==> src/rtl/lhc_pkg.sv <==
package lhc_pkg;

    // ****************************************
    // Bus nibble encodings
    // ****************************************
    localparam logic [3:0] START_NIB      = 4'h0;
    localparam logic [3:0] CT_IO_RD       = 4'h0;
    localparam logic [3:0] CT_IO_WR       = 4'h2;
    localparam logic [3:0] CT_DMA_RD      = 4'h8;
    localparam logic [3:0] CT_DMA_WR      = 4'hA;
    localparam logic [3:0] TAR_NIB        = 4'hF;
    localparam logic [3:0] SYNC_READY     = 4'h0;
    localparam logic [3:0] SYNC_SHORT     = 4'h5;
    localparam logic [3:0] SYNC_LONG      = 4'h6;
    localparam logic [3:0] SYNC_READY_ALT = 4'h9;
    localparam logic [3:0] SYNC_ERROR     = 4'hA;
    localparam logic [3:0] SIZE_BYTE      = 4'h0;

    // ****************************************
    // Timing
    // ****************************************
    localparam int CLK_MHZ          = 50;
    localparam int PD_LEAD_US       = 30;
    localparam int PD_LEAD_CYC      = PD_LEAD_US * CLK_MHZ;
    localparam int RST_CLK_US       = 100;
    localparam int RST_CLK_CYC      = RST_CLK_US * CLK_MHZ;
    localparam int SYNC_INVALID_MAX = 3;
    localparam int SHORT_SYNC_MAX   = 8;
    localparam int LONG_SYNC_MAX    = 330;
    localparam int BUS_DIV          = 2;

    // ****************************************
    // Request and answer carriers
    // ****************************************
    typedef enum logic [1:0] {
        LHC_IO_RD  = 2'b00,
        LHC_IO_WR  = 2'b01,
        LHC_DMA_RD = 2'b10,
        LHC_DMA_WR = 2'b11
    } lhc_kind_t;

    typedef struct packed {
        lhc_kind_t   kind;
        logic [15:0] addr;
        logic [2:0]  chan;
        logic [7:0]  data;
    } lhc_req_t;

    typedef struct packed {
        logic [7:0] data;
        logic       error;
        logic       timeout;
    } lhc_rsp_t;

endpackage

==> src/rtl/lhc_sync2.sv <==
`timescale 1ns/10ps
`default_nettype none
module lhc_sync2 #(
    parameter int W = 1
) (
    input  wire logic         mclk_i,
    input  wire logic         rst_i,
    input  wire logic [W-1:0] d_i,
    output logic      [W-1:0] q_o
);
    logic [W-1:0] meta;

    // Two stages for pin inputs; meta feeds only q_o
    always_ff @(posedge mclk_i or posedge rst_i) begin
        if (rst_i) begin
            meta <= '1;
            q_o  <= '1;
        end else begin
            meta <= d_i;
            q_o  <= meta;
        end
    end
endmodule
`default_nettype wire

==> src/rtl/lhc_host.sv <==
`timescale 1ns/10ps
`default_nettype none
module lhc_host #(
    parameter int PD_LEAD_CYC = lhc_pkg::PD_LEAD_CYC,
    parameter int RST_CLK_CYC = lhc_pkg::RST_CLK_CYC
) (
    input  wire logic             mclk_i,
    input  wire logic             rst_i,
    input  wire logic             req_valid_i,
    input  wire lhc_pkg::lhc_req_t req_i,
    output logic                  req_ready_o,
    output logic                  rsp_valid_o,
    output lhc_pkg::lhc_rsp_t     rsp_o,
    input  wire logic             sleep_i,
    output logic                  sleep_ready_o,
    output logic                  dma_req_o,
    output logic                  lclk_o,
    output logic                  lreset_n_o,
    output logic                  lframe_n_o,
    output logic                  lpcpd_n_o,
    output logic [3:0]            lad_o,
    output logic                  lad_oe_o,
    input  wire logic [3:0]       lad_i,
    input  wire logic             ldrq_n_i
);
    // ****************************************
    // Bus clock divider and pin synchronisers
    // ****************************************
    logic       div_cnt;
    logic       tick;
    logic [3:0] lad_s;
    logic       ldrq_s;

    always_ff @(posedge mclk_i or posedge rst_i) begin
        if (rst_i) begin
            div_cnt <= 1'b0;
            lclk_o  <= 1'b0;
        end else begin
            div_cnt <= ~div_cnt;
            lclk_o  <= ~div_cnt;
        end
    end
    // Host acts on the bus clock falling edge
    assign tick = div_cnt;

    lhc_sync2 #(.W(5)) u_sync (
        .mclk_i (mclk_i),
        .rst_i  (rst_i),
        .d_i    ({lad_i, ldrq_n_i}),
        .q_o    ({lad_s, ldrq_s})
    );

    // ****************************************
    // Bus reset and powerdown sequencing
    // ****************************************
    logic [31:0] rst_cnt;
    logic [31:0] pd_cnt;
    logic        bus_up;
    logic        bus_idle;

    always_ff @(posedge mclk_i or posedge rst_i) begin
        if (rst_i) begin
            rst_cnt    <= '0;
            lreset_n_o <= 1'b0;
        end else if (rst_cnt < 32'(RST_CLK_CYC)) begin
            rst_cnt <= rst_cnt + 32'd1;
        end else begin
            lreset_n_o <= 1'b1;
        end
    end

    always_ff @(posedge mclk_i or posedge rst_i) begin
        if (rst_i) begin
            lpcpd_n_o     <= 1'b1;
            pd_cnt        <= '0;
            sleep_ready_o <= 1'b0;
        end else if (sleep_i && !bus_idle && lpcpd_n_o) begin
            // Let a running cycle finish before cutting the bus
            lpcpd_n_o <= 1'b1;
        end else if (sleep_i) begin
            lpcpd_n_o <= 1'b0;
            if (pd_cnt < 32'(PD_LEAD_CYC)) begin
                pd_cnt <= pd_cnt + 32'd1;
            end else begin
                sleep_ready_o <= 1'b1;
            end
        end else begin
            lpcpd_n_o     <= 1'b1;
            pd_cnt        <= '0;
            sleep_ready_o <= 1'b0;
        end
    end

    assign bus_up = lreset_n_o && lpcpd_n_o;
    // Request ignored in reset and powerdown
    assign dma_req_o = bus_up && !ldrq_s;

    // ****************************************
    // Cycle engine
    // ****************************************
    typedef enum logic [3:0] {
        ST_IDLE  = 4'h0,
        ST_START = 4'h1,
        ST_CT    = 4'h2,
        ST_FLD   = 4'h3,
        ST_TAR1  = 4'h4,
        ST_TAR2  = 4'h5,
        ST_SYNC  = 4'h6,
        ST_RDATA = 4'h7,
        ST_TARB1 = 4'h8,
        ST_TARB2 = 4'h9,
        ST_ABORT = 4'hA
    } lhc_state_t;

    lhc_state_t        state;
    lhc_pkg::lhc_req_t cur;
    logic [3:0]        fld_idx;
    logic [3:0]        fld_len;
    logic [8:0]        wait_cnt;
    logic [1:0]        bad_cnt;
    logic [3:0]        wait_code;
    logic              is_rd;
    logic              is_dma;

    assign is_rd  = (cur.kind == lhc_pkg::LHC_IO_RD) || (cur.kind == lhc_pkg::LHC_DMA_WR);
    assign is_dma = cur.kind[1];
    assign bus_idle = (state == ST_IDLE);
    assign req_ready_o = bus_up && !sleep_i && (state == ST_IDLE);

    // Nibble sent after the cycle type, per kind
    function automatic logic [3:0] out_nib(input lhc_pkg::lhc_req_t r, input logic [3:0] i);
        logic wr;
        wr = (r.kind == lhc_pkg::LHC_IO_WR) || (r.kind == lhc_pkg::LHC_DMA_RD);
        if (!r.kind[1]) begin
            if (i < 4'd4) begin
                out_nib = r.addr[4'(15 - 4 * i) -: 4];
            end else begin
                out_nib = (i == 4'd4) ? r.data[3:0] : r.data[7:4];
            end
        end else begin
            if (i == 4'd0) begin
                out_nib = {1'b0, r.chan};
            end else if (i == 4'd1) begin
                out_nib = lhc_pkg::SIZE_BYTE;
            end else begin
                out_nib = (i == 4'd2) ? r.data[3:0] : r.data[7:4];
            end
        end
        if (!wr && i > (r.kind[1] ? 4'd1 : 4'd3)) begin
            out_nib = lhc_pkg::TAR_NIB;
        end
    endfunction

    always_ff @(posedge mclk_i or posedge rst_i) begin
        if (rst_i) begin
            state       <= ST_IDLE;
            cur         <= '0;
            fld_idx     <= '0;
            fld_len     <= '0;
            wait_cnt    <= '0;
            bad_cnt     <= '0;
            wait_code   <= '0;
            lframe_n_o  <= 1'b1;
            lad_o       <= 4'hF;
            lad_oe_o    <= 1'b0;
            rsp_valid_o <= 1'b0;
            rsp_o       <= '0;
        end else if (!bus_up) begin
            state      <= ST_IDLE;
            lframe_n_o <= 1'b1;
            lad_oe_o   <= 1'b0;
            rsp_valid_o <= 1'b0;
        end else begin
            rsp_valid_o <= 1'b0;
            if (tick) begin
                unique case (state)
                    ST_IDLE: begin
                        lad_oe_o <= 1'b0;
                        if (req_valid_i && !sleep_i) begin
                            cur        <= req_i;
                            lframe_n_o <= 1'b0;
                            lad_o      <= lhc_pkg::START_NIB;
                            lad_oe_o   <= 1'b1;
                            state      <= ST_START;
                        end
                    end
                    ST_START: begin
                        lframe_n_o <= 1'b1;
                        unique case (cur.kind)
                            lhc_pkg::LHC_IO_RD:  lad_o <= lhc_pkg::CT_IO_RD;
                            lhc_pkg::LHC_IO_WR:  lad_o <= lhc_pkg::CT_IO_WR;
                            lhc_pkg::LHC_DMA_RD: lad_o <= lhc_pkg::CT_DMA_RD;
                            lhc_pkg::LHC_DMA_WR: lad_o <= lhc_pkg::CT_DMA_WR;
                        endcase
                        fld_idx <= '0;
                        fld_len <= is_dma ? (is_rd ? 4'd2 : 4'd4) : (is_rd ? 4'd4 : 4'd6);
                        state   <= ST_CT;
                    end
                    ST_CT, ST_FLD: begin
                        if (fld_idx == fld_len) begin
                            lad_o <= lhc_pkg::TAR_NIB;
                            state <= ST_TAR1;
                        end else begin
                            lad_o   <= out_nib(cur, fld_idx);
                            fld_idx <= fld_idx + 4'd1;
                            state   <= ST_FLD;
                        end
                    end
                    ST_TAR1: begin
                        lad_oe_o  <= 1'b0;
                        wait_cnt  <= '0;
                        bad_cnt   <= '0;
                        wait_code <= '0;
                        state     <= ST_SYNC;
                    end
                    ST_TAR2: state <= ST_SYNC;
                    ST_SYNC: begin
                        unique case (lad_s)
                            lhc_pkg::SYNC_READY, lhc_pkg::SYNC_READY_ALT,
                            lhc_pkg::SYNC_ERROR: begin
                                rsp_o.error   <= (lad_s == lhc_pkg::SYNC_ERROR);
                                rsp_o.timeout <= 1'b0;
                                fld_idx       <= '0;
                                state         <= is_rd ? ST_RDATA : ST_TARB1;
                            end
                            lhc_pkg::SYNC_SHORT, lhc_pkg::SYNC_LONG: begin
                                bad_cnt   <= '0;
                                wait_cnt  <= wait_cnt + 9'd1;
                                wait_code <= lad_s;
                                // Switching codes or an overlong run breaks the cycle
                                if ((wait_code != 4'h0 && wait_code != lad_s) ||
                                    (lad_s == lhc_pkg::SYNC_SHORT &&
                                     wait_cnt >= 9'(lhc_pkg::SHORT_SYNC_MAX)) ||
                                    (wait_cnt >= 9'(lhc_pkg::LONG_SYNC_MAX))) begin
                                    state <= ST_ABORT;
                                end
                            end
                            default: begin
                                bad_cnt <= bad_cnt + 2'd1;
                                if (bad_cnt == 2'(lhc_pkg::SYNC_INVALID_MAX - 1)) begin
                                    state <= ST_ABORT;
                                end
                            end
                        endcase
                    end
                    ST_RDATA: begin
                        // Data follows sync even after an error
                        if (fld_idx == 4'd0) begin
                            rsp_o.data[3:0] <= lad_s;
                            fld_idx         <= 4'd1;
                        end else begin
                            rsp_o.data[7:4] <= lad_s;
                            state           <= ST_TARB1;
                        end
                    end
                    ST_TARB1: state <= ST_TARB2;
                    ST_TARB2: begin
                        // One byte per cycle, so an error simply ends it
                        rsp_valid_o <= 1'b1;
                        state       <= ST_IDLE;
                    end
                    ST_ABORT: begin
                        // Abort: frame low with LAD at 4'hF for one tick, then back to idle
                        lframe_n_o    <= 1'b0;
                        lad_o         <= 4'hF;
                        lad_oe_o      <= 1'b1;
                        rsp_o.timeout <= 1'b1;
                        rsp_o.error   <= 1'b1;
                        rsp_valid_o   <= 1'b1;
                        state         <= ST_IDLE;
                        lframe_n_o    <= 1'b0;
                    end
                    default: state <= ST_IDLE;
                endcase
                if (state == ST_IDLE && lframe_n_o == 1'b0 && !(req_valid_i && !sleep_i)) begin
                    lframe_n_o <= 1'b1;
                end
            end
        end
    end
endmodule
`default_nettype wire

==> config.mk <==
export PLATFORM = sky130hd
export DESIGN_NAME = lhc_host
export DESIGN_NICKNAME = d
export VERILOG_FILES = /design/src/rtl/lhc_pkg.sv /design/src/rtl/lhc_sync2.sv /design/src/rtl/lhc_host.sv
export SDC_FILE = /design/constraint.sdc
export NUM_CORES = 1
export LEC_CHECK = 0
export BUFFER_PORTS_ARGS = -buffer_cell sky130_fd_sc_hd__buf_2
export CORE_ASPECT_RATIO = 1.2
export CORE_MARGIN = 2
export CORE_UTILIZATION = 59
export DETAILED_ROUTE_END_ITERATION = 8
export HOLD_SLACK_MARGIN = 0.08
export PLACE_DENSITY_LB_ADDON = 0.3
export RECOVER_POWER = 25
export SLEW_MARGIN = 10
export SYNTH_ARGS = -nofsm -noshare
export SYNTH_HDL_FRONTEND = slang
export SYNTH_SLANG_ARGS = --single-unit
==> constraint.sdc <==
create_clock -name mclk_i -period 5.15 [get_ports mclk_i]
set_input_delay 0 -clock mclk_i [delete_from_list [all_inputs] [get_ports mclk_i]]
set_output_delay 0 -clock mclk_i [all_outputs]
set_load 0.02 [all_outputs]
Yosys cells after proc, flatten, opt, wreduce, memory -nomap -nowiden:

Cells that the tools add are included.

* add/subtract/negate cells: 6
* $lt $le $gt $ge: 6
* eq/ne operators: 39
* shifts and indexed selects: 1
* multiplexer cells: 55
* bitwise operators: 4
* reductions and logical operators: 49

Operators by type and width (count)
* 4-bit two-way mux: 20
* 32-bit by 1-bit adder with 32-bit output, second input constant: 2
* 32-bit two-way mux: 2
* 4-bit case mux with 4 select lines: 3
* 32-bit by 11-bit < comparator with 1-bit output, second input constant: 1
* 32-bit by 13-bit < comparator with 1-bit output, second input constant: 1
* 4-bit by 3-bit equality test with 1-bit output, second input constant: 7
* 4-bit case mux with 7 select lines: 1
* 4-bit AND reduction: 7
* 4-bit equality test, second input constant: 5
* 19-bit by 5-bit variable part select with 4-bit output: 1
* 9-bit case mux with 2 select lines: 1
* 4-bit case mux with 2 select lines: 2
* 1-bit two-way mux: 14
* 4-bit by 2-bit equality test with 1-bit output, second input constant: 3
* 1-bit logical AND: 12
* 4-bit logical NOT: 3
* 2-bit case mux with 2 select lines: 3
* 4-bit nonzero test: 3
* 2-bit inequality test, second input constant: 5
* 9-bit by 1-bit adder with 9-bit output, second input constant: 1
* 9-bit by 4-bit >= comparator with 1-bit output, second input constant: 1
* 9-bit >= comparator, second input constant: 1
* 3-bit two-way mux: 3
* 32 further kinds: 58

* bits in registers: 151
* bits of input ports: 38
* output and inout port bits: 23
* word-level logic and storage cells: 186

Depth between registers and ports, before layout:

* depth after elaboration: 9
* mapped depth: 8
* depth with buffers taken out: 7

Cells and area by module:

A second synthesis with hierarchy kept.

* cell total of the unflattened synthesis: 623
* area total of the unflattened synthesis: 6881.6 µm²

By module, submodules not included
* lhc_host: times used 1, cells each 612, area each 6615.1 µm², sequential area each 3485.8 µm²
* lhc_sync2: times used 1, cells each 11, area each 266.5 µm², sequential area each 262.8 µm²

Worst setup path after synthesis:

No wires, ideal clock.

* path type: reg2reg
* start: register fld_idx[1]
* end: register fld_idx[2]
* library setup time: 0.083 ns
* arrival time: 2.187 ns
* data required time: 5.067 ns
* path slack: 2.881 ns
* stages on the path, launching flop included: 9
* path buffers: 1
* period minus slack after synthesis: 2.269 ns
* cells stage by stage: dfrtp_1 > clkbuf_1 > inv_1 > ha_1 > or3b_2 > a21oi_1 > o221ai_1 > o31a_1 > o21ai_0

* longest elaborated chain between the ends: 3
* elaborated cells between the ends (all ways): 8
* those cells by class: 1 x add/sub; 3 x eq/ne; 2 x mux; 2 x reduce/logical

Ends and longest elaborated chain
* start, declared: line lhc_host.sv:117 `logic [3:0] fld_idx;`
* start signal, assigned: line lhc_host.sv:205 `fld_idx <= fld_idx + 4'd1;`
* 4-bit by 1-bit adder with 4-bit output (tied with other cells): line lhc_host.sv:205
* 4-bit two-way mux or 2-bit inequality test (tied branches)
* 4-bit case mux with 4 select lines or 6-bit AND reduction (tied branches)

Several ways; a longest one is shown, not always the timed one. The select of a mux whose other input is x is not followed.
A chain may end at the register's enable or synchronous reset.

==> results.py <==
metrics = {
    "global_routing": {
        "overflow": 0,
        "grt_pass1_wl_mm": 25.01,
        "top_usage_layer": "met2",
        "met3_usage_pct": 5.923,
        "grtUsageTotal_pct": 26.06,
        "grt_pass1_vias": 5173,
        "met2_usage_pct": 42.16,
        "antenna_found_initial": 0,
        "global_route.usage.met1_pct": 32.77,
        "grt_start_max_net_pins": 80,
    },
    "worst_setup_path": {
        "reg2reg_slack_ps": 2340,
        "worstSetupPathType": "in2async",
        "regToRegStartpoint": "fld_idx[0]",
        "worst_path_dominant_cell_family": "buffers and inverters",
        "critPathLaunchType": "primary input",
        "reg2regPathDepth": 7,
        "worst_ep_arrival_time_ps": 3330,
        "path_cells": "dlygate4sd3_1 -> buf_2 -> clkinvlp_2 -> buf_4",
        "crit_path_end_kind": "asynchronous set/reset pin",
        "slowest_delay_ps": 1660,
        "worst-path-buf-inv": 4,
        "r2r_end": "state[0]",
        "cp_max_fo": 79,
        "critical_path_required_ps": 5560,
        "crit_slowest_cell": "clkinvlp_2",
    },
    "yosys": {
        "synth_edf_count": 0,
        "synth_top_area_cell": "dfrtp_1",
        "synthTopCellsByArea": "dfrtp_1, dfstp_2, mux2_2",
        "postSynthAreaPerCell_sq_um": 11.03,
        "yosys_warnings": 0,
        "synth-seq-area-share_pct": 54.48,
        "synthCells": 624,
        "ys_ff_latch": 149,
        "synth_common_cells": "dfrtp_1, nor2_1, clkbuf_1",
        "synth-xor-area-share_pct": 2.673,
        "syn_area_sq_um": 6880,
        "synthesis.nets": 676,
        "yosysMostFrequentCell": "dfrtp_1",
        "yosysTopAreaCellShare_pct": 48.37,
        "synthMuxAreaShare_pct": 8.802,
        "synth-async-reset-ratio_pct": 100.0,
        "synth_fa_ha_area_share_pct": 2.546,
        "synth.distinct_cells": 67,
        "synth_top_family_by_area": "simple AND/OR/NAND/NOR gates",
        "yosys.area_share.simple_pct": 17.15,
        "ys.flop_type": "dfrtp_1",
        "synth-compound-area-share_pct": 10.29,
    },
    "clock_tree": {
        "cts.sinks": 149,
        "clock_latency_ps": 430,
        "cts_root_buffer": "clkbuf_16",
        "cts_htree_levels": 4,
        "cts_resized": 0,
        "holdBufCountCts": 36,
        "cts_tree": "yes",
        "cts_made_buffers": 17,
        "cts_max_path_buffers": 2,
        "cts_setup_buffers": 0,
        "clkTransAtPathRegs_ps": 60,
    },
    "min_path": {
        "worstHoldStart": "req_valid_i",
        "hold_class": "in2reg",
        "hold_depth": 4,
        "hold_end": "lframe_n_o",
    },
    "drt": {
        "wl_per_cell_um": 17.52,
        "drc_errors": 0,
        "wirelength_mm": 15.15,
        "drt_iter0_drc": 349,
        "firstDrtPassIters": 5,
        "vias_per_cell": 5.904,
        "dr_total_vias": 5107,
        "ant_nets": 0,
    },
    "pwr": {
        "power.leakage_nw": 3.833,
        "ir_worst_vdd_v": 0.0002072,
        "p_total_mw": 2.567,
        "power.density_nw_per_um2": 314.2,
    },
    "floorplan": {
        "num_io_pins": 61,
        "die-area_sq_um": 12550,
        "die_h_um": 122.3,
        "num_rows": 43,
        "die_w_um": 102.6,
        "start_util_pct": 60.04,
        "core_sq_um": 11460,
    },
    "outcome": {
        "violations": "capacitance limit, slew limit",
        "outcome": "finished, violations left",
    },
    "finish": {
        "drive_gt1_share_pct": 23.48,
        "post-route-util_pct": 71.31,
        "fin_area_sq_um": 8172,
        "syn_to_final_growth_pct": 18.77,
        "final_nets": 746,
    },
    "sta": {
        "maxSlewViolCount": 72,
        "slew_headroom_pct": -98.79,
        "fmax_mhz": 342.0,
        "fin_setup_tns_ps": 0,
        "timing.final.crit_period_ps": 2924,
        "finalClockSkew_ps": 9.084,
        "worst_pin_slew_ps": 2966,
        "setup_viol": 0,
        "hold_viol_final": 0,
        "grt_setup_unrepaired": "false",
        "setup_ws_ps": 2226,
        "finalCritPeriodShare_pct": 56.78,
    },
    "job": {
        "maxCapViolations": 1,
    },
    "placement": {
        "gp_congestion": 0.8826,
        "port_buffers": 60,
        "pre_cts_ws_ps": 2552,
        "placed_area_sq_um": 7209,
        "hpwl_mm": 9.241,
    },
}
## per-layer routing
metal	up-vias	part of all wire (%)
li1	2356	-
met1	2494	41
met2	205	50
met3	52	4.9
met4	0	4.0
met5	-	0
## worst register-to-register path: stages, from the launching register on
cell      delay, ps
dfrtp_1         560
inv_1           160
ha_1            330
nor3b_1         630
a22oi_1         170
o311a_1         170
o21bai_1        420
mux2i_1         280
## final cells by class
| type | instances | area [sq um] |
|---|---|---|
| fillers | 783 | 3288 |
| repair buffers | 98 | 675.6 |
| diodes | 1 | 2.502 |
| inverters | 23 | 87.58 |
| clock buffers | 18 | 439.2 |
| flip-flops and latches | 149 | 3749 |
| clock inverters | 14 | 163.9 |
| well taps | 157 | 196.4 |
| multi-input cells | 405 | 2858 |
## worst max path at each step
| stage | from | end | slack, ps | cells after the start |
|---|---|---|---|---|
| floorplan | rst_i | bad_cnt[0] | 1170 | 1 |
| global placement | fld_idx[0] | state[0] | 2600 | 7 |
| detailed placement | fld_idx[0] | state[1] | 2550 | 7 |
| CTS | fld_idx[0] | state[1] | 2480 | 7 |
| global route | rst_i | rsp_o[0] | 1580 | 4 |
| finish | rst_i | rsp_valid_o | 2230 | 4 |
## report_power, final
part           total, mW  leakage (nW)  internal (mW)  switching, mW
clock network       1.26         0.292          0.740          0.519
logic              0.100          1.56         0.0480         0.0524
registers           1.21          1.98           1.19         0.0177
## through the flow
stage / instances / hold slack [ps]
after floorplan: 624 / 4.478
after global placement: 796 / 104.6
after detailed placement: 796 / 106.2
after CTS: 864 / 136.2
after global routing: 864 / 198.6
final: 865 / 195.1
## cells by family after synthesis
family | after synthesis
flip-flops | 149
XOR/XNOR | 21
AND/OR/NAND/NOR | 216
multiplexers | 51
buffers and inverters | 70
AO/OA/AOI/OAI | 103
adder cells (fa/ha/maj) | 14
## placed cells by master, fill, tap and decap left out, types with 17 or more instances in the layout
master	count
mux2_2	35
nor4_1	19
clkbuf_16	17
nand3_1	20
buf_2	60
dfrtp_1	133
nor2_1	41
and2_1	24
dlygate4sd3_1	36
nand2_1	37
inv_1	22
o21ai_0	35
## state kept, by name, summed over array words and instances (netlist names)
name           count
wait_code          4
lreset_n_o         1
state              4
div_cnt            1
fld_idx            4
bad_cnt            2
rsp_valid_o        1
wait_cnt           9
lad_o              4
fld_len            2
lad_oe_o           1
u_sync.meta        5
pd_cnt            32
lframe_n_o         1
u_sync.q_o         5
lpcpd_n_o          1
sleep_ready_o      1
rsp_o             10
rst_cnt           32
cur               29
No activity file was read; power rests on OpenSTA's default activity.
